**src/logic/hbp_map.vh**
```
// Constants for the host-side controller of the SRAM-like flash disk port.
// Assumes a 40 MHz system clock; included by hbp_host.v.
`ifndef HBP_MAP_VH
`define HBP_MAP_VH
`define HBP_ADDR_W 13
`define HBP_POS_W 2
`define HBP_CLK_NS 25
`define HBP_SETUP_NS 50
`define HBP_STROBE_NS 100
`define HBP_HOLD_NS 50
`define HBP_CNT_W 8
`define HBP_POS_MAX_SMALL 2'h3
`define HBP_POS_MAX_LARGE 2'h1
`define HBP_POS_FIRST 2'h0
`define HBP_CNT_ZERO 8'h00
`define HBP_CNT_ONE 8'h01
`define HBP_CNT_LAST 8'h01
`define HBP_ADDR_RST 13'h0000
`define HBP_DATA_RST 16'h0000
`define HBP_DATA_W 16
`define HBP_LANES 2
`define HBP_BYTE_W 8
`define HBP_BYTE_ZERO 8'h00
`endif

```
**src/logic/hbp_host.v**
```verilog
// Host controller driving the flash disk SRAM-like pins from a simple request port.
// Assumes all pin inputs are synchronous to clk_sys_i and the busy pin is pulled up externally.
`timescale 1ns/1ps
`include "hbp_map.vh"
module hbp_host #(
  parameter SETUP_NS = `HBP_SETUP_NS,
  parameter STROBE_NS = `HBP_STROBE_NS,
  parameter HOLD_NS = `HBP_HOLD_NS
) (
  // Clock and reset
  input wire clk_sys_i,
  input wire rst_i,
  // Request port
  input wire req_i,
  input wire req_write_i,
  input wire [`HBP_ADDR_W-1:0] req_addr_i,
  input wire [`HBP_POS_W-1:0] req_pos_i,
  input wire req_wide_i,
  input wire [15:0] req_wdata_i,
  input wire large_variant_i,
  output reg req_ready_o,
  output reg done_o,
  output reg req_error_o,
  output reg [15:0] rdata_o,
  // Straps
  input wire bus_16bit_i,
  output reg bus_16bit_o,
  output reg [`HBP_POS_W-1:0] cascade_position_straps_o,
  // Device pins
  input wire busy_n_i,
  output reg [`HBP_ADDR_W-1:0] addr_o,
  output reg chip_sel_n_o,
  output reg out_strobe_n_o,
  output reg wr_strobe_n_o,
  output reg high_byte_strobe_n_o,
  input wire [15:0] data_i,
  output reg [15:0] data_o,
  output reg data_lo_oe_n_o,
  output reg data_hi_oe_n_o
);
  // Whole cycles, rounded up so a phase never ends short of its time
  localparam integer SETUP_CYC_I = (SETUP_NS + `HBP_CLK_NS - 1) / `HBP_CLK_NS;
  localparam integer STROBE_CYC_I = (STROBE_NS + `HBP_CLK_NS - 1) / `HBP_CLK_NS;
  localparam integer HOLD_CYC_I = (HOLD_NS + `HBP_CLK_NS - 1) / `HBP_CLK_NS;
  localparam [`HBP_CNT_W-1:0] SETUP_CYC = SETUP_CYC_I[`HBP_CNT_W-1:0];
  localparam [`HBP_CNT_W-1:0] STROBE_CYC = STROBE_CYC_I[`HBP_CNT_W-1:0];
  localparam [`HBP_CNT_W-1:0] HOLD_CYC = HOLD_CYC_I[`HBP_CNT_W-1:0];
  localparam integer BYTE_W = `HBP_BYTE_W;
  localparam [2:0] ST_IDLE = 3'h0;
  localparam [2:0] ST_SETUP = 3'h1;
  localparam [2:0] ST_STROBE = 3'h2;
  localparam [2:0] ST_HOLD = 3'h3;
  localparam [2:0] ST_INIT = 3'h4;

  reg [2:0] state_q;
  reg [2:0] state_d;
  reg [`HBP_CNT_W-1:0] cnt_q;
  reg [`HBP_CNT_W-1:0] cnt_d;
  reg write_q;
  reg wide_q;
  wire pos_ok;
  wire wide_ok;
  wire launch;
  wire req_bad;
  wire req_go;
  wire phase_end;
  wire [`HBP_LANES-1:0] lane_used;
  wire [`HBP_DATA_W-1:0] rd_lane_d;
  genvar g;

  // Position must fit the variant's cascade size
  assign pos_ok = large_variant_i ? (req_pos_i <= `HBP_POS_MAX_LARGE) : (req_pos_i <= `HBP_POS_MAX_SMALL);
  assign wide_ok = ~req_wide_i | bus_16bit_i;
  assign launch = (state_q == ST_IDLE) & req_i & busy_n_i;
  // A refused request causes no pin activity at all, only the error and done pulses
  assign req_bad = launch & ~(pos_ok & wide_ok);
  assign req_go = launch & pos_ok & wide_ok;
  // A count of one or less ends the phase, so a zero setting still lasts one cycle
  assign phase_end = (cnt_q <= `HBP_CNT_LAST);

  // Per byte lane: whether it takes part in the access and what a read captures
  generate
    for (g = 0; g < `HBP_LANES; g = g + 1) begin : g_lane
      if (g == 0) begin : g_low
        assign lane_used[g] = 1'b1;
      end else begin : g_high
        // Upper lanes move only for wide accesses, which the width check allows in 16-bit mode only
        assign lane_used[g] = wide_q;
      end
      // Unused lanes read back as zero rather than whatever floats on the bus
      assign rd_lane_d[g*BYTE_W +: BYTE_W] = lane_used[g] ? data_i[g*BYTE_W +: BYTE_W] : `HBP_BYTE_ZERO;
    end
  endgenerate

  // Phase sequencer: next state and countdown
  always @* begin
    state_d = state_q;
    cnt_d = cnt_q;
    case (state_q)
      ST_INIT: begin
        // Wait for the device to finish initializing
        if (busy_n_i) begin
          state_d = ST_IDLE;
        end
      end
      ST_IDLE: begin
        if (req_go) begin
          cnt_d = SETUP_CYC;
          state_d = ST_SETUP;
        end
      end
      ST_SETUP: begin
        if (phase_end) begin
          cnt_d = STROBE_CYC;
          state_d = ST_STROBE;
        end else begin
          cnt_d = cnt_q - `HBP_CNT_ONE;
        end
      end
      ST_STROBE: begin
        if (phase_end) begin
          cnt_d = HOLD_CYC;
          state_d = ST_HOLD;
        end else begin
          cnt_d = cnt_q - `HBP_CNT_ONE;
        end
      end
      ST_HOLD: begin
        if (phase_end) begin
          state_d = ST_IDLE;
        end else begin
          cnt_d = cnt_q - `HBP_CNT_ONE;
        end
      end
      default: begin
        state_d = ST_INIT;
      end
    endcase
  end

  always @(posedge clk_sys_i or posedge rst_i) begin
    if (rst_i) begin
      state_q <= ST_INIT;
      cnt_q <= `HBP_CNT_ZERO;
      write_q <= 1'b0;
      wide_q <= 1'b0;
    end else begin
      state_q <= state_d;
      cnt_q <= cnt_d;
      if (req_go) begin
        write_q <= req_write_i;
        wide_q <= req_wide_i;
      end
    end
  end

  // Request side: ready while idle, one-cycle done and error pulses
  always @(posedge clk_sys_i or posedge rst_i) begin
    if (rst_i) begin
      req_ready_o <= 1'b0;
      done_o <= 1'b0;
      req_error_o <= 1'b0;
      rdata_o <= `HBP_DATA_RST;
    end else begin
      req_ready_o <= (state_d == ST_IDLE);
      done_o <= req_bad | ((state_q == ST_HOLD) & phase_end);
      req_error_o <= req_bad;
      // Sample at the edge that raises the strobe, while the device still drives
      if ((state_q == ST_STROBE) && phase_end && !write_q) begin
        rdata_o <= rd_lane_d;
      end
    end
  end

  // Device pins: all registered and held steady through each phase
  always @(posedge clk_sys_i or posedge rst_i) begin
    if (rst_i) begin
      cascade_position_straps_o <= `HBP_POS_FIRST;
      addr_o <= `HBP_ADDR_RST;
      chip_sel_n_o <= 1'b1;
      out_strobe_n_o <= 1'b1;
      wr_strobe_n_o <= 1'b1;
      high_byte_strobe_n_o <= 1'b1;
      data_o <= `HBP_DATA_RST;
      data_lo_oe_n_o <= 1'b1;
      data_hi_oe_n_o <= 1'b1;
    end else begin
      case (state_q)
        ST_IDLE: begin
          if (req_go) begin
            addr_o <= req_addr_i;
            cascade_position_straps_o <= req_pos_i;
            chip_sel_n_o <= 1'b0;
            high_byte_strobe_n_o <= ~req_wide_i;
            data_o <= req_wdata_i;
            data_lo_oe_n_o <= ~req_write_i;
            data_hi_oe_n_o <= ~(req_write_i & req_wide_i);
          end
        end
        ST_SETUP: begin
          if (phase_end) begin
            out_strobe_n_o <= write_q;
            wr_strobe_n_o <= ~write_q;
          end
        end
        ST_STROBE: begin
          if (phase_end) begin
            out_strobe_n_o <= 1'b1;
            wr_strobe_n_o <= 1'b1;
          end
        end
        ST_HOLD: begin
          // Data stays driven through hold so the device latches it cleanly
          if (phase_end) begin
            chip_sel_n_o <= 1'b1;
            high_byte_strobe_n_o <= 1'b1;
            data_lo_oe_n_o <= 1'b1;
            data_hi_oe_n_o <= 1'b1;
          end
        end
        default: begin
          chip_sel_n_o <= 1'b1;
          out_strobe_n_o <= 1'b1;
          wr_strobe_n_o <= 1'b1;
        end
      endcase
    end
  end

  // Width strap follows the board input; only refusals depend on it mid-run
  always @(posedge clk_sys_i or posedge rst_i) begin
    if (rst_i) begin
      bus_16bit_o <= 1'b0;
    end else begin
      bus_16bit_o <= bus_16bit_i;
    end
  end
endmodule

```
**config.mk**
```make
export PLATFORM = sky130hd
export DESIGN_NAME = hbp_host
export DESIGN_NICKNAME = d
export VERILOG_FILES = /design/src/logic/hbp_host.v
export VERILOG_INCLUDE_DIRS = /design/src /design/src/logic
export SDC_FILE = /design/constraint.sdc
export NUM_CORES = 1
export LEC_CHECK = 0
export CAP_MARGIN = 20
export CORE_UTILIZATION = 50
export CTS_CLUSTER_DIAMETER = 40
export DETAILED_ROUTE_END_ITERATION = 10
export DONT_BUFFER_PORTS = 1
export MAX_ROUTING_LAYER = met4
export PLACE_DENSITY = 0.72
export SYNTH_ARGS = -nofsm -noshare
export SYNTH_HDL_FRONTEND = slang
export SYNTH_SLANG_ARGS = --single-unit
```
**constraint.sdc**
```tcl
create_clock -name clk_sys_i -period 2.4 [get_ports clk_sys_i]
set_clock_uncertainty 0.05 [all_clocks]
set_input_delay 0 -clock clk_sys_i [delete_from_list [all_inputs] [get_ports clk_sys_i]]
set_output_delay 0 -clock clk_sys_i [all_outputs]
set_load 0.02 [all_outputs]
```
==> results of run 1 <==
-- cells in the final DEF (no fill, tap or decap), types with 7 or more instances in the layout --
| master | count |
|---|---|
| dlygate4sd3_1 | 54 |
| nand2_1 | 121 |
| o21ai_1 | 8 |
| dfrtp_1 | 63 |
| inv_1 | 9 |
| dfstp_2 | 7 |
| nor2_1 | 10 |
| a21oi_1 | 11 |
| buf_4 | 8 |
| clkbuf_8 | 9 |
| mux2_2 | 7 |
-- synth_stat cells, drive strengths merged --
cell	count
a211o	1
a211oi	4
a21oi	11
a2bb2oi	2
a31o	1
a31oi	4
a32o	1
a32oi	1
and3	2
and3b	1
and4	1
buf	11
clkbuf	5
dfrtp	63
dfstp	7
ha	2
inv	10
mux2	9
mux2i	2
nand2	121
nand2b	1
nand3	3
nand4	4
nand4b	1
nor2	10
nor3	4
nor4	2
nor4b	1
o2111ai	1
o21ai	13
o21bai	1
o22a	2
o22ai	4
o31a	3
or2	3
xnor2	1
-- power breakdown --
part	internal, mW	switching, mW
clock	0.373	0.437
sequential	1.76	1.05
combinational	0.672	0.802
total	2.80	2.29
-- registers in the layout (all words and copies together), names as in the netlist, 2 cells and up --
signal                     flops
addr_o                        13
cascade_position_straps_o      2
cnt_q                          8
data_o                        16
rdata_o                       16
state_q                        3
-- worst max-delay path: stages (launching register included) --
cell and delay, ns:
dfrtp_1 0.41, inv_1 0.11, ha_1 0.29, or2_0 0.36, and3_2 0.42, mux2_2 0.36
o21ai_0 0.13
-- through the flow --
| step | instances | area [µm²] | power, mW | util (%) | setup slack (ns) |
|---|---|---|---|---|---|
| floorplan | 313 | 3040 | 3.84 | - | 0.513 |
| global placement | 381 | 3120 | 4.13 | 53.1 | 0.318 |
| detailed placement | 381 | 3120 | 4.18 | 53.1 | 0.220 |
| CTS | 451 | 3830 | 5.07 | 65.1 | 0.207 |
| global route | 451 | 3830 | 5.45 | 65.2 | 0.0186 |
| finish | 451 | 3830 | 5.09 | 65.2 | 0.189 |
-- path summary, 6_finish.rpt --
kind,startpoint,to,depth (start not counted)
max,cnt_q[0]$_DFFE_PP0P_,state_q[0]$_DFF_PP0_,6
min,rst_i,addr_o[9]$_DFFE_PP0P_,2
max reg2reg,cnt_q[0]$_DFFE_PP0P_,state_q[0]$_DFF_PP0_,6
min reg2reg,cnt_q[7]$_DFFE_PP0P_,cnt_q[7]$_DFFE_PP0P_,1
max in group asynchronous,rst_i,state_q[2]$_DFF_PP1_,3
min in group clk_sys_i,bus_16bit_i,bus_16bit_o$_DFF_PP0_,1
-- kinds of logic after synthesis --
logic type	after synthesis	share of synthesized area, %
fa+ha+maj	2	0.823
simple gates	154	22.2
compound gates	49	10.3
mux	11	4.24
xor+xnor	1	0.288
flops	70	57.9
buf+inv	26	4.16
-- cell type report --
class | instances | area share, %
multi-input combinational | 217 | 30.2
clock buffer | 10 | 3.33
sequential | 70 | 45.9
timing repair buffer | 63 | 16.2
tap | 75 | 2.45
inverter | 10 | 0.979
clock inverter | 6 | 0.979
-- routing by layer --
layer  wire length (µm)  vias up  GRT usage, %
met3                449       16          6.06
met1               3020     1183          28.8
met5                  0        -             -
met2               3430       95          37.3
li1                   -     1165             -
met4                171        0          10.9
-- timing repair --
item / 4_1_cts / 5_1_grt
setup endpoints to repair: 0 / 1
hold buffers: 54 / 0
endpoints found under the hold margin: 86 / 0
gates resized for setup: 0 / 1
==> metrics, run 1 <==
Antenna Violating Nets Remaining 0; outcome complete, but fails checks; critical path class reg -> reg; worst-margin pin slew 0.634 ns; hold slack 0.162 ns; wire length reported by the detailed router 7070 µm; Overflow after GRT 0; max-slew violations 0; CP Launch Type flop; arrival time of data at the critical path endpoint 2.41 ns; Final GP Congestion 0.867; antenna violations before repair 0; vias in the first global route 2430; die height 80.0 µm; max-cap violation count 0; combined flip-flop and latch cell area 1760 µm²; number of H-tree levels 3; effective utilization at floorplan 51.6%; routed length per instance 15.7 µm; post-synth top area cell dfrtp_1; power per unit of standard cell area 1330 nW/µm²; total count of hold-check failures in the final report 0; synthesized net count 370; share of the synthesized area in the top cell type 51.9%; num rows 28; crit path capture type flop; clock insertion delay at the later pin of the skew report 0.33 ns; final critical-path share of the clock period 92.1%; failing checks DRC; Register-to-Register Setup Slack 0.19 ns; count of mapped cells out of synthesis 313; overall routing resource usage 23.7%; pin count of the biggest net entering global routing 42; synth unique cells 46; sequential fraction of the synthesis area 57.9%; path class of the lowest-slack min-delay path in -> async; critical path peak fanout 12; I/O pin count 112; worst vdd ir 680 µV; required time worst endpoint 2.60 ns; vias per std cell 5.45; relative slew slack 57.7%; area of the core 5890 µm²; First-pass DRT Iterations 7; leakage dissipation 1.83 nW; number of synthesis warnings 0; root buffer cell clkbuf_8; area enclosed by the die boundary 6390 µm²; Starting DRT DRC Count 157; multi-input combinational cell area 1160 µm²; first-pass GRT wire length 11200 µm; number of antenna cells inserted 0; remaining routing DRC violations 1; layout-stage area growth over the synthesis result 26.2%; number of setup buffers added after CTS 0; Sink Count 70; Mapped Area 3040 µm²; clock period minus final worst setup slack 2.21 ns; number of clock buffers inserted by TritonCTS 9; count of nets after finishing 428; maximum number of buffers from clock root to sink 2; average footprint of a synthesized cell 9.71 µm²; number of synthesized register bits 70; DIE WIDTH 80.0 µm; CTS clk-pin slew, worst paths 0.08 ns; Finish-stage setup viols 0; Port Buffer Count 0; Final TNS setup 0 ns; proportion of layout cells with a drive suffix above 1 13.3%; half-perimeter wire length after detailed placement 4380 µm; FMAX 452 MHz; biggest area contributors in the synthesized netlist dfrtp_1 (52%), nand2_1 (15%), dfstp_2 (6.1%), mux2_2 (2.6%), a21oi_1 (1.8%); CTS tree yes; number of vias in the routed layout 2459; setup repair after global routing missed its margin false; Fillers 483
No activity file was read; power rests on OpenSTA's default activity.
==> inputs of run 2 (changes only) <==
ABC_AREA = 1   (was default)
==> run 2 against run 1 <==
Net effect:
- the run now ends clean
- global-route usage rose by 0.15 points
- clock power rose by 47%
- clock-buffer cell count rose by 1
- largest power group unchanged
- worst hold slack improved by 0.038 ns
- synthesized cell count rose by 14%
- non-clock buffer count fell by 6
==> metrics, run 2 <==
outcome finished, final reports clean; Clock power frac 22.3%; max-slew violations 0; cell count after placement 426; CTS tree yes; cell with the most instances after synthesis nand2_1; Async S/R FF share, synth 100%; # resized after CTS 0; total count of hold-check failures in the final report 0; most common cell after layout, fill and taps aside nand2_1; worst vdd ir 851 µV; leading cell types in the layout, fill and taps excluded nand2_1 (182), dfrtp_1 (63), dlygate4sd3_1 (54); die height 80.5 µm; effective utilization at floorplan 52.0%; power per unit of standard cell area 1370 nW/µm²; prevailing post-synth register cell dfrtp_1; number of setup buffers added after CTS 0; CP Buf/Inv Count 1; gate family responsible for the most delay along the worst path simple AND/OR/NAND/NOR gates; worst-margin pin slew 0.845 ns; critical path class reg -> reg; largest incremental delay on the critical path 0.43 ns; number of H-tree levels 3; number of vias in the routed layout 2454; Port Buffer Count 0; hold slack 0.200 ns; clock period minus final worst setup slack 1.84 ns; Mapped Area 3080 µm²; arrival time of data at the critical path endpoint 2.06 ns; area enclosed by the die boundary 6480 µm²; Overflow after GRT 0; max-cap violation count 0; Sink Count 70; crit path capture type flop; CP Launch Type flop; clock insertion delay at the later pin of the skew report 0.34 ns; Final GP Congestion 0.829; Seq pwr share 51.8%; wire length reported by the detailed router 6950 µm; antenna violations before repair 0; Logic pwr share 25.9%; maximum number of buffers from clock root to sink 2; Post-CTS Hold Buffers 54; remaining routing DRC violations 0; Post-Place Setup Slack 0.592 ns; Starting DRT DRC Count 203; count of nets after finishing 473; leakage dissipation 2.03 nW; half-perimeter wire length after detailed placement 4260 µm; layout-stage area growth over the synthesis result 26.7%; area of the core 5920 µm²; synthesized net count 415; num rows 28; switching power summed over all nets 2.31 mW; CTS clk-pin slew, worst paths 0.07 ns; root buffer cell clkbuf_8; Finish-stage setup viols 0; First-pass DRT Iterations 4; number of synthesized register bits 70; DIE WIDTH 80.5 µm; Top cell by count, worst path nand2_1; FMAX 544 MHz; required time worst endpoint 2.63 ns; count of mapped cells out of synthesis 358; vias per std cell 4.95; final critical-path share of the clock period 76.6%; pin count of the biggest net entering global routing 71; Antenna Violating Nets Remaining 0; I/O pin count 112; biggest registers after layout data_o (16), rdata_o (16), addr_o (13); number of synthesis warnings 0; Internal 3.06 mW; switching part of the total power 43.0%; Final TNS setup 0 ns; worst setup slack after layout 0.562 ns; average footprint of a synthesized cell 8.60 µm²; proportion of layout cells with a drive suffix above 1 11.2%; setup repair after global routing missed its margin false; synth unique cells 28; Cell Chain, Critical Path nor2_2 > nand2_1 > nor2_2 > nand2_2 > inv_2 > nand2_1 > nand2_1; overall routing resource usage 23.9%; number of antenna cells inserted 0; path class of the lowest-slack min-delay path in -> reg; number of enable-type register cells in the synthesized netlist 0; list of most frequent post-synthesis cells nand2_1 (182), dfrtp_1 (63), inv_1 (25); share of the synthesized area in the top cell type 51.2%; critical path peak fanout 33; routed length per instance 14.0 µm; relative slew slack 43.7%; post-synth top area cell dfrtp_1; biggest area contributors in the synthesized netlist dfrtp_1 (51%), nand2_1 (22%), dfstp_2 (6.0%), inv_1 (3.0%), nand3_1 (2.3%); first-pass GRT wire length 11200 µm; cell with the largest stage delay on the worst path inv_2; sequential fraction of the synthesis area 57.1%; number of clock buffers inserted by TritonCTS 9; Final Instance Count excl. Fillers 496; vias in the first global route 2425
run 2: cell type report:
class                   count  area (µm²)
clock buffers              11         151
well taps                  75        93.8
flip-flops and latches     70        1760
fillers                   457        2020
inverters                  28         105
repair buffers             57         563
multi-input cells         250        1120
clock inverters             5         104
run 2: power groups by stage:
stage               Sequential [mW]  Combinational, mW  Clock (mW)
detailed placement             2.78               1.32           0
global placement               2.78               1.25           0
floorplan                      2.65               1.13           0
finish                         2.78               1.39        1.19
CTS                            2.78               1.39        1.20
global route                   2.85               1.63        1.25
run 2: worst paths after layout:
kind                                            from                      to  slack [ns]  cells past startpoint
worst max-delay path            state_q[1]$_DFF_PP0_  data_o[11]$_DFFE_PP0P_        0.56                      7
worst min-delay path                     bus_16bit_i   bus_16bit_o$_DFF_PP0_        0.20                      1
worst min register to register  cnt_q[1]$_DFFE_PP0P_    cnt_q[1]$_DFFE_PP0P_        0.43                      2
worst max register to register  state_q[1]$_DFF_PP0_  data_o[11]$_DFFE_PP0P_        0.56                      7
min in group asynchronous                      rst_i  rdata_o[2]$_DFFE_PP0P_        0.32                      3
max in group asynchronous                      rst_i    cnt_q[4]$_DFFE_PP0P_        1.44                      3
run 2: cell families after synthesis:
group | after synthesis | share of synthesized area (%)
compound gates | 19 | 3.62
xor+xnor | 6 | 1.71
fa+ha+maj | 2 | 0.812
buf+inv | 38 | 6.34
flops | 70 | 57.1
simple gates | 223 | 30.4
run 2: metal layers:
layer | vias to the layer above | global-route usage, % | share of wire, %
met5 | - | - | 0
met4 | 0 | 9.46 | 2.0
met3 | 14 | 5.80 | 6.4
met2 | 84 | 36.8 | 49
met1 | 1151 | 30.4 | 42
li1 | 1205 | - | -
run 2: stage by stage:
step | power [mW] | util, % | cell area [µm²]
floorplan | 3.78 | - | 3080
detailed placement | 4.10 | 52.5 | 3110
global placement | 4.03 | 52.5 | 3110
finish | 5.36 | 65.9 | 3900
CTS | 5.37 | 65.9 | 3900
global route | 5.73 | 65.9 | 3900
